<file path="src/hdl/sarf_pkg.sv">
`default_nettype none
package sarf_pkg;
    localparam int          CODE_W     = 16;      // result width
    localparam int          CNT_W      = 5;       // falling-edge counter width
    localparam logic [4:0]  FALL_FIRST = 5'h01;   // conversion starts
    localparam logic [4:0]  FALL_LEAD  = 5'h02;   // leading zero, driver on
    localparam logic [4:0]  FALL_MSB   = 5'h03;   // first result bit
    localparam logic [4:0]  FALL_LAST  = 5'h12;   // lsb, back to acquisition
    localparam logic [4:0]  CNT_RST    = 5'h00;
    localparam logic [15:0] CODE_MAX   = 16'h7FFF;
    localparam logic [15:0] CODE_MIN   = 16'h8000;
    localparam logic [15:0] CODE_RST   = 16'h0000;
    localparam logic        FRAME_IDLE = 1'b1;    // frame line level at reset
    localparam logic        SCLK_IDLE  = 1'b0;    // serial clock level at reset
    localparam int          SYNC_DEPTH = 3;       // shift flip-flops per pin input, before the level flop

    typedef enum logic [1:0] {
        ST_ACQ  = 2'h0,
        ST_WAIT = 2'h1,
        ST_CONV = 2'h3,
        ST_DONE = 2'h2
    } sarf_state_t;
endpackage : sarf_pkg
`default_nettype wire

</file>
<file path="src/hdl/sarf_sync.sv">
`default_nettype none
module sarf_sync
    import sarf_pkg::*;
#(
    parameter logic RST_VAL = 1'b0   // level assumed during reset
) (
    input  wire logic clk_sys,       // system clock
    input  wire logic rst,           // async reset, active high
    input  wire logic pin,           // asynchronous pin level
    output logic      lvl            // filtered level
);
    logic [SYNC_DEPTH-1:0] sh_q;
    logic [SYNC_DEPTH-1:0] sh_d;
    logic                  lvl_q;
    logic                  lvl_d;

    // stage 1 feeds stage 2 only; level moves once stages 2 and 3 agree
    always_comb begin
        sh_d  = {sh_q[SYNC_DEPTH-2:0], pin};
        lvl_d = (sh_q[1] == sh_q[2]) ? sh_q[2] : lvl_q;
    end

    always_ff @(posedge clk_sys or posedge rst) begin
        if (rst) begin
            sh_q  <= {SYNC_DEPTH{RST_VAL}};
            lvl_q <= RST_VAL;
        end else begin
            sh_q  <= sh_d;
            lvl_q <= lvl_d;
        end
    end

    assign lvl = lvl_q;
endmodule : sarf_sync
`default_nettype wire

</file>
<file path="src/hdl/sarf_fifo.sv">
`default_nettype none
module sarf_fifo
    import sarf_pkg::*;
#(
    parameter int WIDTH = 18,        // word width
    parameter int DEPTH = 32         // words
) (
    input  wire logic             clk_sys,    // system clock
    input  wire logic             rst,        // async reset, active high
    input  wire logic [WIDTH-1:0] in_data,    // write word
    input  wire logic             in_valid,   // write request
    output logic                  in_ready,   // space available, registered
    output logic [WIDTH-1:0]      out_data,   // head word
    output logic                  out_valid,  // head valid
    input  wire logic             out_ready   // drain side takes head
);
    localparam int PW = (DEPTH > 1) ? $clog2(DEPTH) : 1;
    localparam int CW = $clog2(DEPTH + 1);

    generate
        if (DEPTH < 2 || WIDTH < 1) begin : g_bad
            $error("sarf_fifo: DEPTH must be at least 2");
        end
    endgenerate

    logic [WIDTH-1:0] mem [DEPTH];
    logic [PW-1:0]    wr_q;
    logic [PW-1:0]    wr_d;
    logic [PW-1:0]    rd_q;
    logic [PW-1:0]    rd_d;
    logic [CW-1:0]    cnt_q;
    logic [CW-1:0]    cnt_d;
    logic             rdy_q;
    logic             rdy_d;
    logic             push;
    logic             pop;

    always_comb begin
        push  = in_valid && rdy_q;
        pop   = out_valid && out_ready;
        wr_d  = wr_q;
        rd_d  = rd_q;
        if (push) begin
            wr_d = (wr_q == PW'(DEPTH - 1)) ? '0 : wr_q + 1'b1;
        end
        if (pop) begin
            rd_d = (rd_q == PW'(DEPTH - 1)) ? '0 : rd_q + 1'b1;
        end
        cnt_d = cnt_q + CW'(push) - CW'(pop);
        rdy_d = (cnt_d != CW'(DEPTH));
    end

    always_ff @(posedge clk_sys or posedge rst) begin
        if (rst) begin
            wr_q  <= '0;
            rd_q  <= '0;
            cnt_q <= '0;
            rdy_q <= 1'b1;
        end else begin
            wr_q  <= wr_d;
            rd_q  <= rd_d;
            cnt_q <= cnt_d;
            rdy_q <= rdy_d;
        end
    end

    always_ff @(posedge clk_sys) begin
        if (push) begin
            mem[wr_q] <= in_data;
        end
    end

    assign in_ready  = rdy_q;
    assign out_valid = (cnt_q != '0);
    assign out_data  = mem[rd_q];
endmodule : sarf_fifo
`default_nettype wire

</file>
<file path="src/hdl/sarf_readout.sv">
// What this block does, and what its host must do
// RL1 - frame opens on select low, closes high
// RL2 - output floats idle and first period
// RL3 - sample at select fall, convert 17 periods
// RL4 - 18th falling edge enters acquisition
// RL5 - select falls, clock high: wait falling edge
// RL6 - select falls, clock low: counts edge one
// RL7 - simultaneous falls still start conversion
// RL8 - host avoids select fall at rising edge
// RL9 - select high keeps acquisition mode
// RL10 - one conversion per select assertion
// RL11 - output bits change on falling edges
// RL12 - edge two zero, edges 3-18 result
// RL13 - result is two's complement
// RL14 - clip to 7FFF and 8000
// RL15 - driver on edge two, off select rise
// RL16 - early select rise aborts and floats
// RL17 - host latches bits on rising edges; sarf_host records each bit at the end of the high half instead
// RL18 - host waits acquisition interval between frames
// RL19 - input tracked between conversions
// RL20 - bits belong to current conversion
// RL21 - host assembles signed word msb first
`default_nettype none
module sarf_readout
    import sarf_pkg::*;
#(
    parameter int IN_W  = 18,        // width of the signed input word
    parameter int DEPTH = 32         // input FIFO depth
) (
    input  wire logic            clk_sys,     // system clock, 20 MHz
    input  wire logic            rst,         // async reset, active high
    input  wire logic            frame_n,     // frame select pin, active low
    input  wire logic            sclk,        // serial clock pin
    input  wire logic [IN_W-1:0] diff_in,     // signed differential input word
    input  wire logic            diff_valid,  // input word offered
    output logic                 diff_ready,  // input word accepted
    output logic                 sdo_o,       // serial result out
    output logic                 sdo_oe,      // serial result driver enable
    output logic                 acq_mode,    // low-power acquisition
    output logic                 conv_busy,   // conversion running
    output logic                 clip,        // held sample was clipped
    output logic                 abort_pulse  // frame ended early
);
    generate
        if (IN_W < CODE_W) begin : g_bad
            $error("sarf_readout: IN_W below result width");
        end
    endgenerate

    // saturate wide input to the signed result range
    function automatic logic [CODE_W:0] sarf_clamp(input logic [IN_W-1:0] v);
        logic neg;
        logic all1;
        logic any1;
        neg  = v[IN_W-1];
        all1 = &v[IN_W-1:CODE_W-1];
        any1 = |v[IN_W-1:CODE_W-1];
        if (!neg && any1) begin
            sarf_clamp = {1'b1, CODE_MAX}; // RL14
        end else if (neg && !all1) begin
            sarf_clamp = {1'b1, CODE_MIN}; // RL14
        end else begin
            sarf_clamp = {1'b0, v[CODE_W-1:0]}; // RL13
        end
    endfunction : sarf_clamp

    logic              cs_lvl;
    logic              sclk_lvl;
    logic              cs_prev_q;
    logic              sclk_prev_q;
    logic              cs_fall;
    logic              cs_rise;
    logic              sclk_fall;
    logic [IN_W-1:0]   fifo_data;
    logic              fifo_valid;
    logic              trk_pop;
    logic [CODE_W:0]   trk_clamp;
    logic              acq_q;
    logic              acq_d;
    logic              cs_prev_d;
    logic              sclk_prev_d;

    sarf_sync #(
        .RST_VAL (FRAME_IDLE)
    ) u_sync_cs (
        .clk_sys (clk_sys),
        .rst     (rst),
        .pin     (frame_n),
        .lvl     (cs_lvl)
    );

    sarf_sync #(
        .RST_VAL (SCLK_IDLE)
    ) u_sync_sclk (
        .clk_sys (clk_sys),
        .rst     (rst),
        .pin     (sclk),
        .lvl     (sclk_lvl)
    );

    sarf_fifo #(
        .WIDTH (IN_W),
        .DEPTH (DEPTH)
    ) u_fifo (
        .clk_sys   (clk_sys),
        .rst       (rst),
        .in_data   (diff_in),
        .in_valid  (diff_valid),
        .in_ready  (diff_ready),
        .out_data  (fifo_data),
        .out_valid (fifo_valid),
        .out_ready (acq_q)
    );

    // pin edges, both seen with equal latency
    always_comb begin
        cs_prev_d   = cs_lvl;
        sclk_prev_d = sclk_lvl;
    end

    always_ff @(posedge clk_sys or posedge rst) begin
        if (rst) begin
            cs_prev_q   <= FRAME_IDLE;
            sclk_prev_q <= SCLK_IDLE;
        end else begin
            cs_prev_q   <= cs_prev_d;
            sclk_prev_q <= sclk_prev_d;
        end
    end

    assign cs_fall   = cs_prev_q && !cs_lvl;   // RL1
    assign cs_rise   = !cs_prev_q && cs_lvl;   // RL1
    assign sclk_fall = sclk_prev_q && !sclk_lvl;

    sarf_state_t       state_q;
    sarf_state_t       state_d;
    logic [CNT_W-1:0]  cnt_q;
    logic [CNT_W-1:0]  cnt_d;
    logic [CODE_W-1:0] track_q;
    logic [CODE_W-1:0] track_d;
    logic              trk_clip_q;
    logic              trk_clip_d;
    logic [CODE_W-1:0] hold_q;
    logic [CODE_W-1:0] hold_d;
    logic              clip_q;
    logic              clip_d;
    logic              oe_q;
    logic              oe_d;
    logic              sdo_q;
    logic              sdo_d;
    logic              busy_q;
    logic              busy_d;
    logic              abort_q;
    logic              abort_d;

    assign trk_pop   = fifo_valid && acq_q;   // RL19
    assign trk_clamp = sarf_clamp(fifo_data);

    always_comb begin
        state_d    = state_q;
        cnt_d      = cnt_q;
        track_d    = track_q;
        trk_clip_d = trk_clip_q;
        hold_d     = hold_q;
        clip_d     = clip_q;
        oe_d       = oe_q;
        sdo_d      = sdo_q;
        acq_d      = acq_q;
        busy_d     = busy_q;
        abort_d    = 1'b0;
        // tracking only while in acquisition
        if (trk_pop) begin
            track_d    = trk_clamp[CODE_W-1:0]; // RL19
            trk_clip_d = trk_clamp[CODE_W];
        end
        if (cs_lvl) begin
            // idle or aborted frame: float and stay in acquisition
            state_d = ST_ACQ;   // RL9
            cnt_d   = CNT_RST;
            oe_d    = 1'b0;     // RL2 RL15 RL16
            sdo_d   = 1'b0;
            acq_d   = 1'b1;     // RL9
            busy_d  = 1'b0;
            abort_d = cs_rise && (state_q == ST_WAIT || state_q == ST_CONV); // RL16
        end else if (cs_fall) begin
            hold_d = track_q;   // RL3
            clip_d = trk_clip_q;
            acq_d  = 1'b0;
            busy_d = 1'b1;
            if (sclk_lvl) begin
                state_d = ST_WAIT;    // RL5
                cnt_d   = CNT_RST;
            end else begin
                state_d = ST_CONV;    // RL6 RL7
                cnt_d   = FALL_FIRST; // RL6
            end
        end else if (sclk_fall) begin
            case (state_q)
                ST_WAIT: begin
                    state_d = ST_CONV;    // RL5
                    cnt_d   = FALL_FIRST;
                end
                ST_CONV: begin
                    cnt_d = cnt_q + 1'b1; // RL3
                    oe_d  = 1'b1;         // RL15
                    if (cnt_d == FALL_LEAD) begin
                        sdo_d = 1'b0;     // RL12
                    end else begin
                        sdo_d = hold_q[4'(FALL_LAST - cnt_d)]; // RL11 RL12 RL20
                    end
                    if (cnt_d == FALL_LAST) begin
                        state_d = ST_DONE; // RL4
                        acq_d   = 1'b1;    // RL4
                        busy_d  = 1'b0;
                    end
                end
                default: begin
                    state_d = state_q;     // RL10
                end
            endcase
        end
    end

    always_ff @(posedge clk_sys or posedge rst) begin
        if (rst) begin
            state_q    <= ST_ACQ;
            cnt_q      <= CNT_RST;
            track_q    <= CODE_RST;
            trk_clip_q <= 1'b0;
            hold_q     <= CODE_RST;
            clip_q     <= 1'b0;
            oe_q       <= 1'b0;
            sdo_q      <= 1'b0;
            acq_q      <= 1'b1;
            busy_q     <= 1'b0;
            abort_q    <= 1'b0;
        end else begin
            state_q    <= state_d;
            cnt_q      <= cnt_d;
            track_q    <= track_d;
            trk_clip_q <= trk_clip_d;
            hold_q     <= hold_d;
            clip_q     <= clip_d;
            oe_q       <= oe_d;
            sdo_q      <= sdo_d;
            acq_q      <= acq_d;
            busy_q     <= busy_d;
            abort_q    <= abort_d;
        end
    end

    assign sdo_o       = sdo_q;
    assign sdo_oe      = oe_q;
    assign acq_mode    = acq_q;
    assign conv_busy   = busy_q;
    assign clip        = clip_q;
    assign abort_pulse = abort_q;
endmodule : sarf_readout
`default_nettype wire

</file>
<file path="config.mk">
export PLATFORM = sky130hd
export DESIGN_NAME = sarf_readout
export DESIGN_NICKNAME = d
export VERILOG_FILES = /design/src/hdl/sarf_pkg.sv /design/src/hdl/sarf_sync.sv /design/src/hdl/sarf_fifo.sv /design/src/hdl/sarf_readout.sv
export SDC_FILE = /design/constraint.sdc
export NUM_CORES = 1
export LEC_CHECK = 0
export BUFFER_PORTS_ARGS = -buffer_cell sky130_fd_sc_hd__buf_2
export CAP_MARGIN = 20
export CORE_UTILIZATION = 57
export DETAILED_ROUTE_END_ITERATION = 8
export PLACE_DENSITY = 0.76
export REMOVE_ABC_BUFFERS = 1
export SYNTH_ARGS = -nofsm -noshare
export SYNTH_HDL_FRONTEND = slang
export SYNTH_SLANG_ARGS = --single-unit
</file>
<file path="constraint.sdc">
create_clock -name clk_sys -period 2.8 [get_ports clk_sys]
set_input_delay 0.14 -clock clk_sys [delete_from_list [all_inputs] [get_ports clk_sys]]
set_output_delay 0.14 -clock clk_sys [all_outputs]
set_load 0.02 [all_outputs]
</file>
==> out/qor.txt, run 1 <==
ROUTE
------------------------------------------------------------------------------------
Number of detailed-routing iterations run before antenna repair                    7
First DRT Iteration DRCs                                                        1553
Count of nets left with antenna violations after detail routing                    0
WL/cell                                                                      27.0 um
DRC violations left                                                                1
Detailed-route wire length                                                  57300 um
Via count                                                                      13.6k
Vias per Instance                                                               6.42

OUTCOME
------------------------------------------------------------------------------------
Outcome                                                                 finished, violations left
Violated checks                                                         design-rule violations

POWER AND IR DROP
------------------------------------------------------------------------------------
Fraction of power spent switching nets                                         31.2%
Maximum vdd drop                                                            0.633 mV
Cell leakage power                                                           9.70 nW
Clock Power Share                                                              28.1%
Power share of the sequential group                                            42.1%
PD cells                                                                  986 nW/um2
P_sw                                                                         8.92 mW
Fraction of power consumed by combinational cells                              29.8%
Internal Dissipation                                                         19.7 mW

TIMING
------------------------------------------------------------------------------------
Timing-limited maximum frequency                                             379 MHz
Final period util                                                              94.3%
Final hold violations                                                              0
Actual slew at the worst max-slew pin                                       0.648 ns
Min cycle time layout                                                        2.64 ns
Worst slew margin                                                              56.8%
Worst setup skew after layout                                             0.00974 ns
Final setup violation count                                                        0
Slew Viols, Final                                                                  0
Final critical-path setup slack                                             0.161 ns
Setup repair after global routing missed its margin                            false
Total Negative Setup Slacks                                                     0 ns

DIE
------------------------------------------------------------------------------------
Number of placement rows                                                          77
Top-level port count                                                              30
Die Height                                                                    215 um
Effective utilization at floorplan                                             58.1%
Die area                                                                   46100 um2
Die X-Extent                                                                  215 um
Area of the core region                                                    44400 um2

CLOCK NETWORK
------------------------------------------------------------------------------------
Clock slew seen by the registers of the worst setup and hold paths           0.06 ns
Clock insertion delay at the later pin of the skew report                    0.62 ns
Htree depth                                                                        2
TritonCTS clock tree                                                            done
Bufs on Longest Clock Path                                                         3
# clock sinks                                                                    649
Root buffer cell                                                           clkbuf_16
Number of buffers created by CTS                                                  60

CRITICAL PATH
------------------------------------------------------------------------------------
Type of destination of the critical path                                   flip-flop
CP Launch Type                                                             flip-flop
Worst reg2reg endpoint                                                   track_q[11]
Critical setup path kind                                                     reg2reg
Maximum fanout encountered on the critical timing path                            15
Worst endpoint required time                                                 3.27 ns
Number of cell instances on the worst register-to-register path                    8
Data arrival time of the critical path                                       3.11 ns
Worst setup startpoint                                                  u_fifo.rd_q[1]
Reg-to-reg slack, setup                                                      0.16 ns
Source of the worst register-to-register timing path                    u_fifo.rd_q[1]

SYNTH
------------------------------------------------------------------------------------
FF+latch count, synth                                                            649
Multiplexer fraction of the synthesized cell area                              13.5%
Proportion of synthesized chip area in sequential cells                        74.2%
Avg Inst Size Synth                                                         18.6 um2
Post-synthesis simple-gate area fraction                                       3.82%
Area share of xor/xnor cells in the synthesized design                        0.272%
Main combinational cell family by area after synthesis                  multiplexers
Share of flip-flops with an asynchronous set or reset after synthesis          11.2%
Summed instance area of the synthesized netlist                            25800 um2
Post-Synth Adder-Cell Area                                                     1.03%
Yosys warns                                                                        0
Unique cell type count in the Yosys netlist                                       61
Share of the synthesized area in compound gates (AO/OA/AOI/OAI)                5.21%
Top flip-flop cell by instance count after synthesis                        edfxtp_1
Number of flops mapped to enable cells by yosys                                  576
Instance count of the mapped netlist                                            1387

PLACED DESIGN
------------------------------------------------------------------------------------
Global placer's final weighted congestion                                      0.889
Pre-CTS setup slack                                                        0.0379 ns
Buffers added on ports                                                            29
Placed cell count                                                               1999
Half-perimeter wire length after detailed placement                         33800 um

FINISH
------------------------------------------------------------------------------------
Final net count                                                                 1519
Ratio of cells with drive above 1 in the final layout                          23.2%
Ant. Diodes                                                                        0
Final standard cell count with taps included and fillers excluded               2119
Area grow syn2layout                                                           12.5%
End-of-flow core utilization                                                   65.3%
Top library cells by usage in the layout, fill and taps aside           576 x edfxtp_1, 135 x mux2i_1, 98 x a22oi_1
Leading cell type in the layout, fill and taps excluded                     edfxtp_1

GRT
------------------------------------------------------------------------------------
First-pass GRT wire length                                                  85000 um
Gr ovfl total                                                                      0
Via count of the first global-routing pass                                     13.7k
Global-route total usage across every layer                                    25.2%
Maximum number of pins on one net before global-route repair                      74
Number of antenna violations at the first check in global routing                  0

HOLD PATH
------------------------------------------------------------------------------------
Worst min-delay path class                                                  in2async

FLOW RUN
------------------------------------------------------------------------------------
Number of maximum-capacitance violations                                           0

worst max path at each step:
stage / to / slack (ns) / depth (start not counted)
after global placement: track_q[3] / 0.06 / 7
final: track_q[11] / 0.16 / 8
after CTS: track_q[3] / 0.08 / 7
after global routing: u_fifo.in_ready / 0.04 / 15
after detailed placement: track_q[3] / 0.04 / 7
after floorplan: trk_clip_q / -5.89 / 6
final cells by class:
type	count	area, um2
fillers	2878	15400
repair buffers	110	901
multi-input cells	639	6230
well taps	592	741
flip-flops and latches	649	19100
clock inverters	37	359
clock buffers	75	1580
inverters	17	63.8
worst max-delay path, stage by stage, from the launching register on:
cell,delay [ns]
dfrtp_4,0.62
buf_4,0.29
mux4_1,0.60
nand2_1,0.09
and3_1,0.24
o31ai_4,0.10
buf_12,0.17
o32ai_1,0.30
a21oi_1,0.07
cells by family (layout without fill, tap and decap cells):
family	count (synthesis)	count (layout)
fa+ha+maj	21	21
xor+xnor	8	8
flops	649	649
mux	239	239
buf+inv	99	239
simple gates	198	198
compound gates	173	173
power groups by stage:
stage	Clock, mW	Combinational [mW]	Sequential [mW]
3_3_place_gp	0	8.07	12.2
2_1_floorplan	0	4.73	12.5
6_report	8.05	8.52	12.0
3_5_place_dp	0	8.28	12.3
5_1_grt	8.49	9.08	12.1
4_1_cts	8.15	8.40	12.0
synthesized netlist by cell type (all sizes together), types with 4 or more instances:
cell type | n | area share, %
nor2 | 54 | 0.79
and3 | 4 | 0.097
mux2 | 21 | 0.92
a22oi | 99 | 2.9
edfxtp | 576 | 67
a21oi | 23 | 0.45
dfstp | 7 | 0.71
o21ai | 16 | 0.31
buf | 45 | 1.2
dfrtp | 66 | 6.4
inv | 16 | 0.23
nand4 | 18 | 0.44
nand3 | 54 | 1.0
nand3b | 7 | 0.20
xor2 | 4 | 0.14
o32ai | 15 | 0.80
mux4 | 83 | 7.3
clkbuf | 37 | 0.58
nor2b | 7 | 0.17
a22o | 5 | 0.17
ha | 18 | 0.87
xnor2 | 4 | 0.14
nor3 | 6 | 0.16
nand2 | 35 | 0.51
mux2i | 135 | 5.2
metrics by stage:
step | cell area (um2) | hold slack, ns | power, mW
final | 29000 | 0.0393 | 28.6
after global routing | 29000 | 0.0520 | 29.7
after CTS | 29000 | 0.0170 | 28.6
after detailed placement | 27000 | 0.137 | 20.5
after global placement | 27000 | 0.123 | 20.3
after floorplan | 25300 | 0.144 | 17.2
flip-flops by register name, summed over array words and instances (netlist names), 2 cells and up:
signal            count
u_sync_sclk.sh_q      3
state_q               2
hold_q               16
u_fifo.rd_q           5
track_q              16
u_sync_cs.sh_q        3
u_fifo.wr_q           5
cnt_q                 5
u_fifo.cnt_q          6
u_fifo.mem          576
routing by layer:
layer	up-vias	track usage, %	part of all wire (%)
met2	670	40.0	48
met5	-	0	0
met4	0	9.83	3.6
met1	7015	35.3	40
li1	5797	-	-
met3	129	4.08	8.3
repair_timing:
| item | CTS | global route |
|---|---|---|
| endpoints found under the hold margin | 71 | 0 |
| setup buffers | 1 | 3 |
| resized for setup | 0 | 2 |
| pin swaps | 0 | 1 |
| hold buffers | 4 | 0 |
| cloned | 0 | 0 |
| endpoints found under the setup margin | 1 | 6 |
(Power assumes the default switching activity.)
==> run 2: changes to the inputs <==
--- a/config.mk
+++ b/config.mk
@@ -7,6 +7,7 @@
 export LEC_CHECK = 0
 export BUFFER_PORTS_ARGS = -buffer_cell sky130_fd_sc_hd__buf_2
 export CAP_MARGIN = 20
+export CORE_MARGIN = 2
 export CORE_UTILIZATION = 57
 export DETAILED_ROUTE_END_ITERATION = 8
 export PLACE_DENSITY = 0.76
==> constraint.sdc (replaced) <==
create_clock -name clk_sys -period 2.8 [get_ports clk_sys]
set_input_delay 0.7 -clock clk_sys [delete_from_list [all_inputs] [get_ports clk_sys]]
set_output_delay 0.7 -clock clk_sys [all_outputs]
set_load 0.02 [all_outputs]
==> run 2 against run 1 <==
The flow now finishes without violations. Largest power group unchanged. Total power is 3.1% higher. Routed wire length up 4.2%. Global-route usage increased by 0.86 points. Highest routed layer is now met5.
==> out/qor.txt, run 2 (same netlist as run 1, synthesis figures left out) <==
ROUTE
---------------------------------------------------------------------------------
Number of detailed-routing iterations run before antenna repair                 5
DRC violations left                                                             0
Count of nets left with antenna violations after detail routing                 0
Vias per Instance                                                            6.42
Via count                                                                   13.9k
WL/cell                                                                   27.6 um
Detailed-route wire length                                               59700 um
First DRT Iteration DRCs                                                     1572

POWER AND IR DROP
---------------------------------------------------------------------------------
Post-layout power                                                         29.5 mW
Clock Power Share                                                           26.7%
Power share of the sequential group                                         40.8%
PD cells                                                              1000 nW/um2
Internal Dissipation                                                      20.2 mW
P_sw                                                                      9.33 mW
Fraction of power spent switching nets                                      31.6%
Maximum vdd drop                                                         0.630 mV
Cell leakage power                                                        9.96 nW
Fraction of power consumed by combinational cells                           32.5%

FINISH
---------------------------------------------------------------------------------
Area grow syn2layout                                                        14.4%
Biggest registers after layout                                       u_fifo.mem x576, hold_q x16, track_q x16
Ratio of cells with drive above 1 in the final layout                       25.3%
Final net count                                                              1562
Fillers                                                                      2797
Register area                                                           19100 um2
Area taken by multi-input logic gates                                    6230 um2
Ant. Diodes                                                                     0
Leading cell type in the layout, fill and taps excluded                  edfxtp_1
Register ranked first by flip-flop count                               u_fifo.mem
Top library cells by usage in the layout, fill and taps aside        576 x edfxtp_1, 135 x mux2i_1, 99 x a22oi_1
Max FFs per register                                                          576

PLACED DESIGN
---------------------------------------------------------------------------------
Global placer's final weighted congestion                                   0.862
Buffers added on ports                                                         29
Pre-CTS setup slack                                                     0.0577 ns
Half-perimeter wire length after detailed placement                      36100 um

OUTCOME
---------------------------------------------------------------------------------
Outcome                                                              finished clean

DIE
---------------------------------------------------------------------------------
Die Height                                                                 217 um
Number of placement rows                                                       77
Effective utilization at floorplan                                          58.1%
Top-level port count                                                           30
Area of the core region                                                 44400 um2
Die area                                                                47000 um2
Die X-Extent                                                               217 um

CLOCK NETWORK
---------------------------------------------------------------------------------
Clock slew seen by the registers of the worst setup and hold paths        0.06 ns
Clock insertion delay at the later pin of the skew report                 0.63 ns
Number of buffers created by CTS                                               61
Root buffer cell                                                        clkbuf_16
Bufs on Longest Clock Path                                                      3
Post-CTS Hold Fix Bufs                                                          0
# clock sinks                                                                 649
TritonCTS clock tree                                                         done
Htree depth                                                                     2

GRT
---------------------------------------------------------------------------------
Gr ovfl total                                                                   0
Via count of the first global-routing pass                                  14.2k
Number of antenna violations at the first check in global routing               2
Global-route total usage across every layer                                 26.0%
First-pass GRT wire length                                               89100 um
Maximum number of pins on one net before global-route repair                   61

TIMING
---------------------------------------------------------------------------------
Slew Viols, Final                                                               0
Timing-limited maximum frequency                                          376 MHz
Total Negative Setup Slacks                                                  0 ns
Setup repair after global routing missed its margin                         false
Min cycle time layout                                                     2.66 ns
Final period util                                                           95.0%
Final hold violations                                                           0
Final critical-path setup slack                                          0.141 ns
Worst setup skew after layout                                           0.0231 ns
Final setup violation count                                                     0
Worst slew margin                                                           47.1%
Actual slew at the worst max-slew pin                                    0.793 ns

CRITICAL PATH
---------------------------------------------------------------------------------
Worst setup startpoint                                               u_fifo.rd_q[1]
Worst reg2reg endpoint                                                track_q[12]
Source of the worst register-to-register timing path                 u_fifo.rd_q[1]
Reg-to-reg slack, setup                                                   0.14 ns
Worst endpoint required time                                              3.29 ns
Type of destination of the critical path                                flip-flop
Critical setup path kind                                                  reg2reg
Number of cell instances on the worst register-to-register path                 8
Data arrival time of the critical path                                    3.14 ns
CP Launch Type                                                          flip-flop
Maximum fanout encountered on the critical timing path                         21

HOLD PATH
---------------------------------------------------------------------------------
Worst min-delay path class                                               in2async

FLOW RUN
---------------------------------------------------------------------------------
Number of maximum-capacitance violations                                        0

-- run 2: worst max-delay path by stage --
stage	endpoint	slack, ns
floorplan	trk_clip_q	-5.89
global placement	u_fifo.mem[0][2]	0.14
detailed placement	u_fifo.mem[0][2]	0.06
CTS	track_q[12]	0.08
global route	track_q[11]	0.03
finish	track_q[12]	0.14
-- run 2: power by group through the flow --
stage | registers, mW | logic [mW] | clock network [mW]
after global placement | 12.2 | 9.23 | 0
final | 12.0 | 9.60 | 7.86
after detailed placement | 12.2 | 9.45 | 0
after global routing | 12.1 | 10.2 | 8.31
after CTS | 12.0 | 9.52 | 7.95
after floorplan | 12.5 | 4.73 | 0
-- run 2: routing by layer --
layer  wire length (um)  track usage (%)  vias to the layer above
li1                   -                -                     5883
met1              22900             34.4                     7202
met2              29700             42.9                      672
met3               4720             4.93                      133
met4               2360             10.7                        4
met5                 25                0                        -
-- run 2: worst max-delay path, cell delays in order, from the launching register on --
cell     delay [ns]
dfrtp_4        0.67
buf_12         0.24
buf_4          0.19
mux4_2         0.31
a22oi_1        0.37
nand4_1        0.21
buf_4          0.19
o32ai_1        0.27
a21oi_1        0.07
-- run 2: area by class of cell --
type | count | share of cell area, %
inverter | 17 | 0.216
clock inverter | 38 | 0.814
multi-input combinational | 639 | 21.1
tap | 592 | 2.51
clock buffer | 77 | 5.62
sequential | 649 | 64.9
timing repair buffer | 152 | 4.86
-- run 2: timing repair --
action                                  4_1_cts  5_1_grt
buffers inserted                              0        1
endpoints found under the setup margin        0       13
resized for setup                             0        1
-- run 2: through the flow --
stage	util [%]	std cells	hold slack (ns)	area, um2
after floorplan	-	1305	0.331	25300
after detailed placement	62.1	2047	0.339	27600
final	66.4	2164	0.0250	29500
after CTS	66.4	2162	0.0162	29500
after global placement	62.0	2046	0.336	27500
after global routing	66.4	2164	0.0440	29500
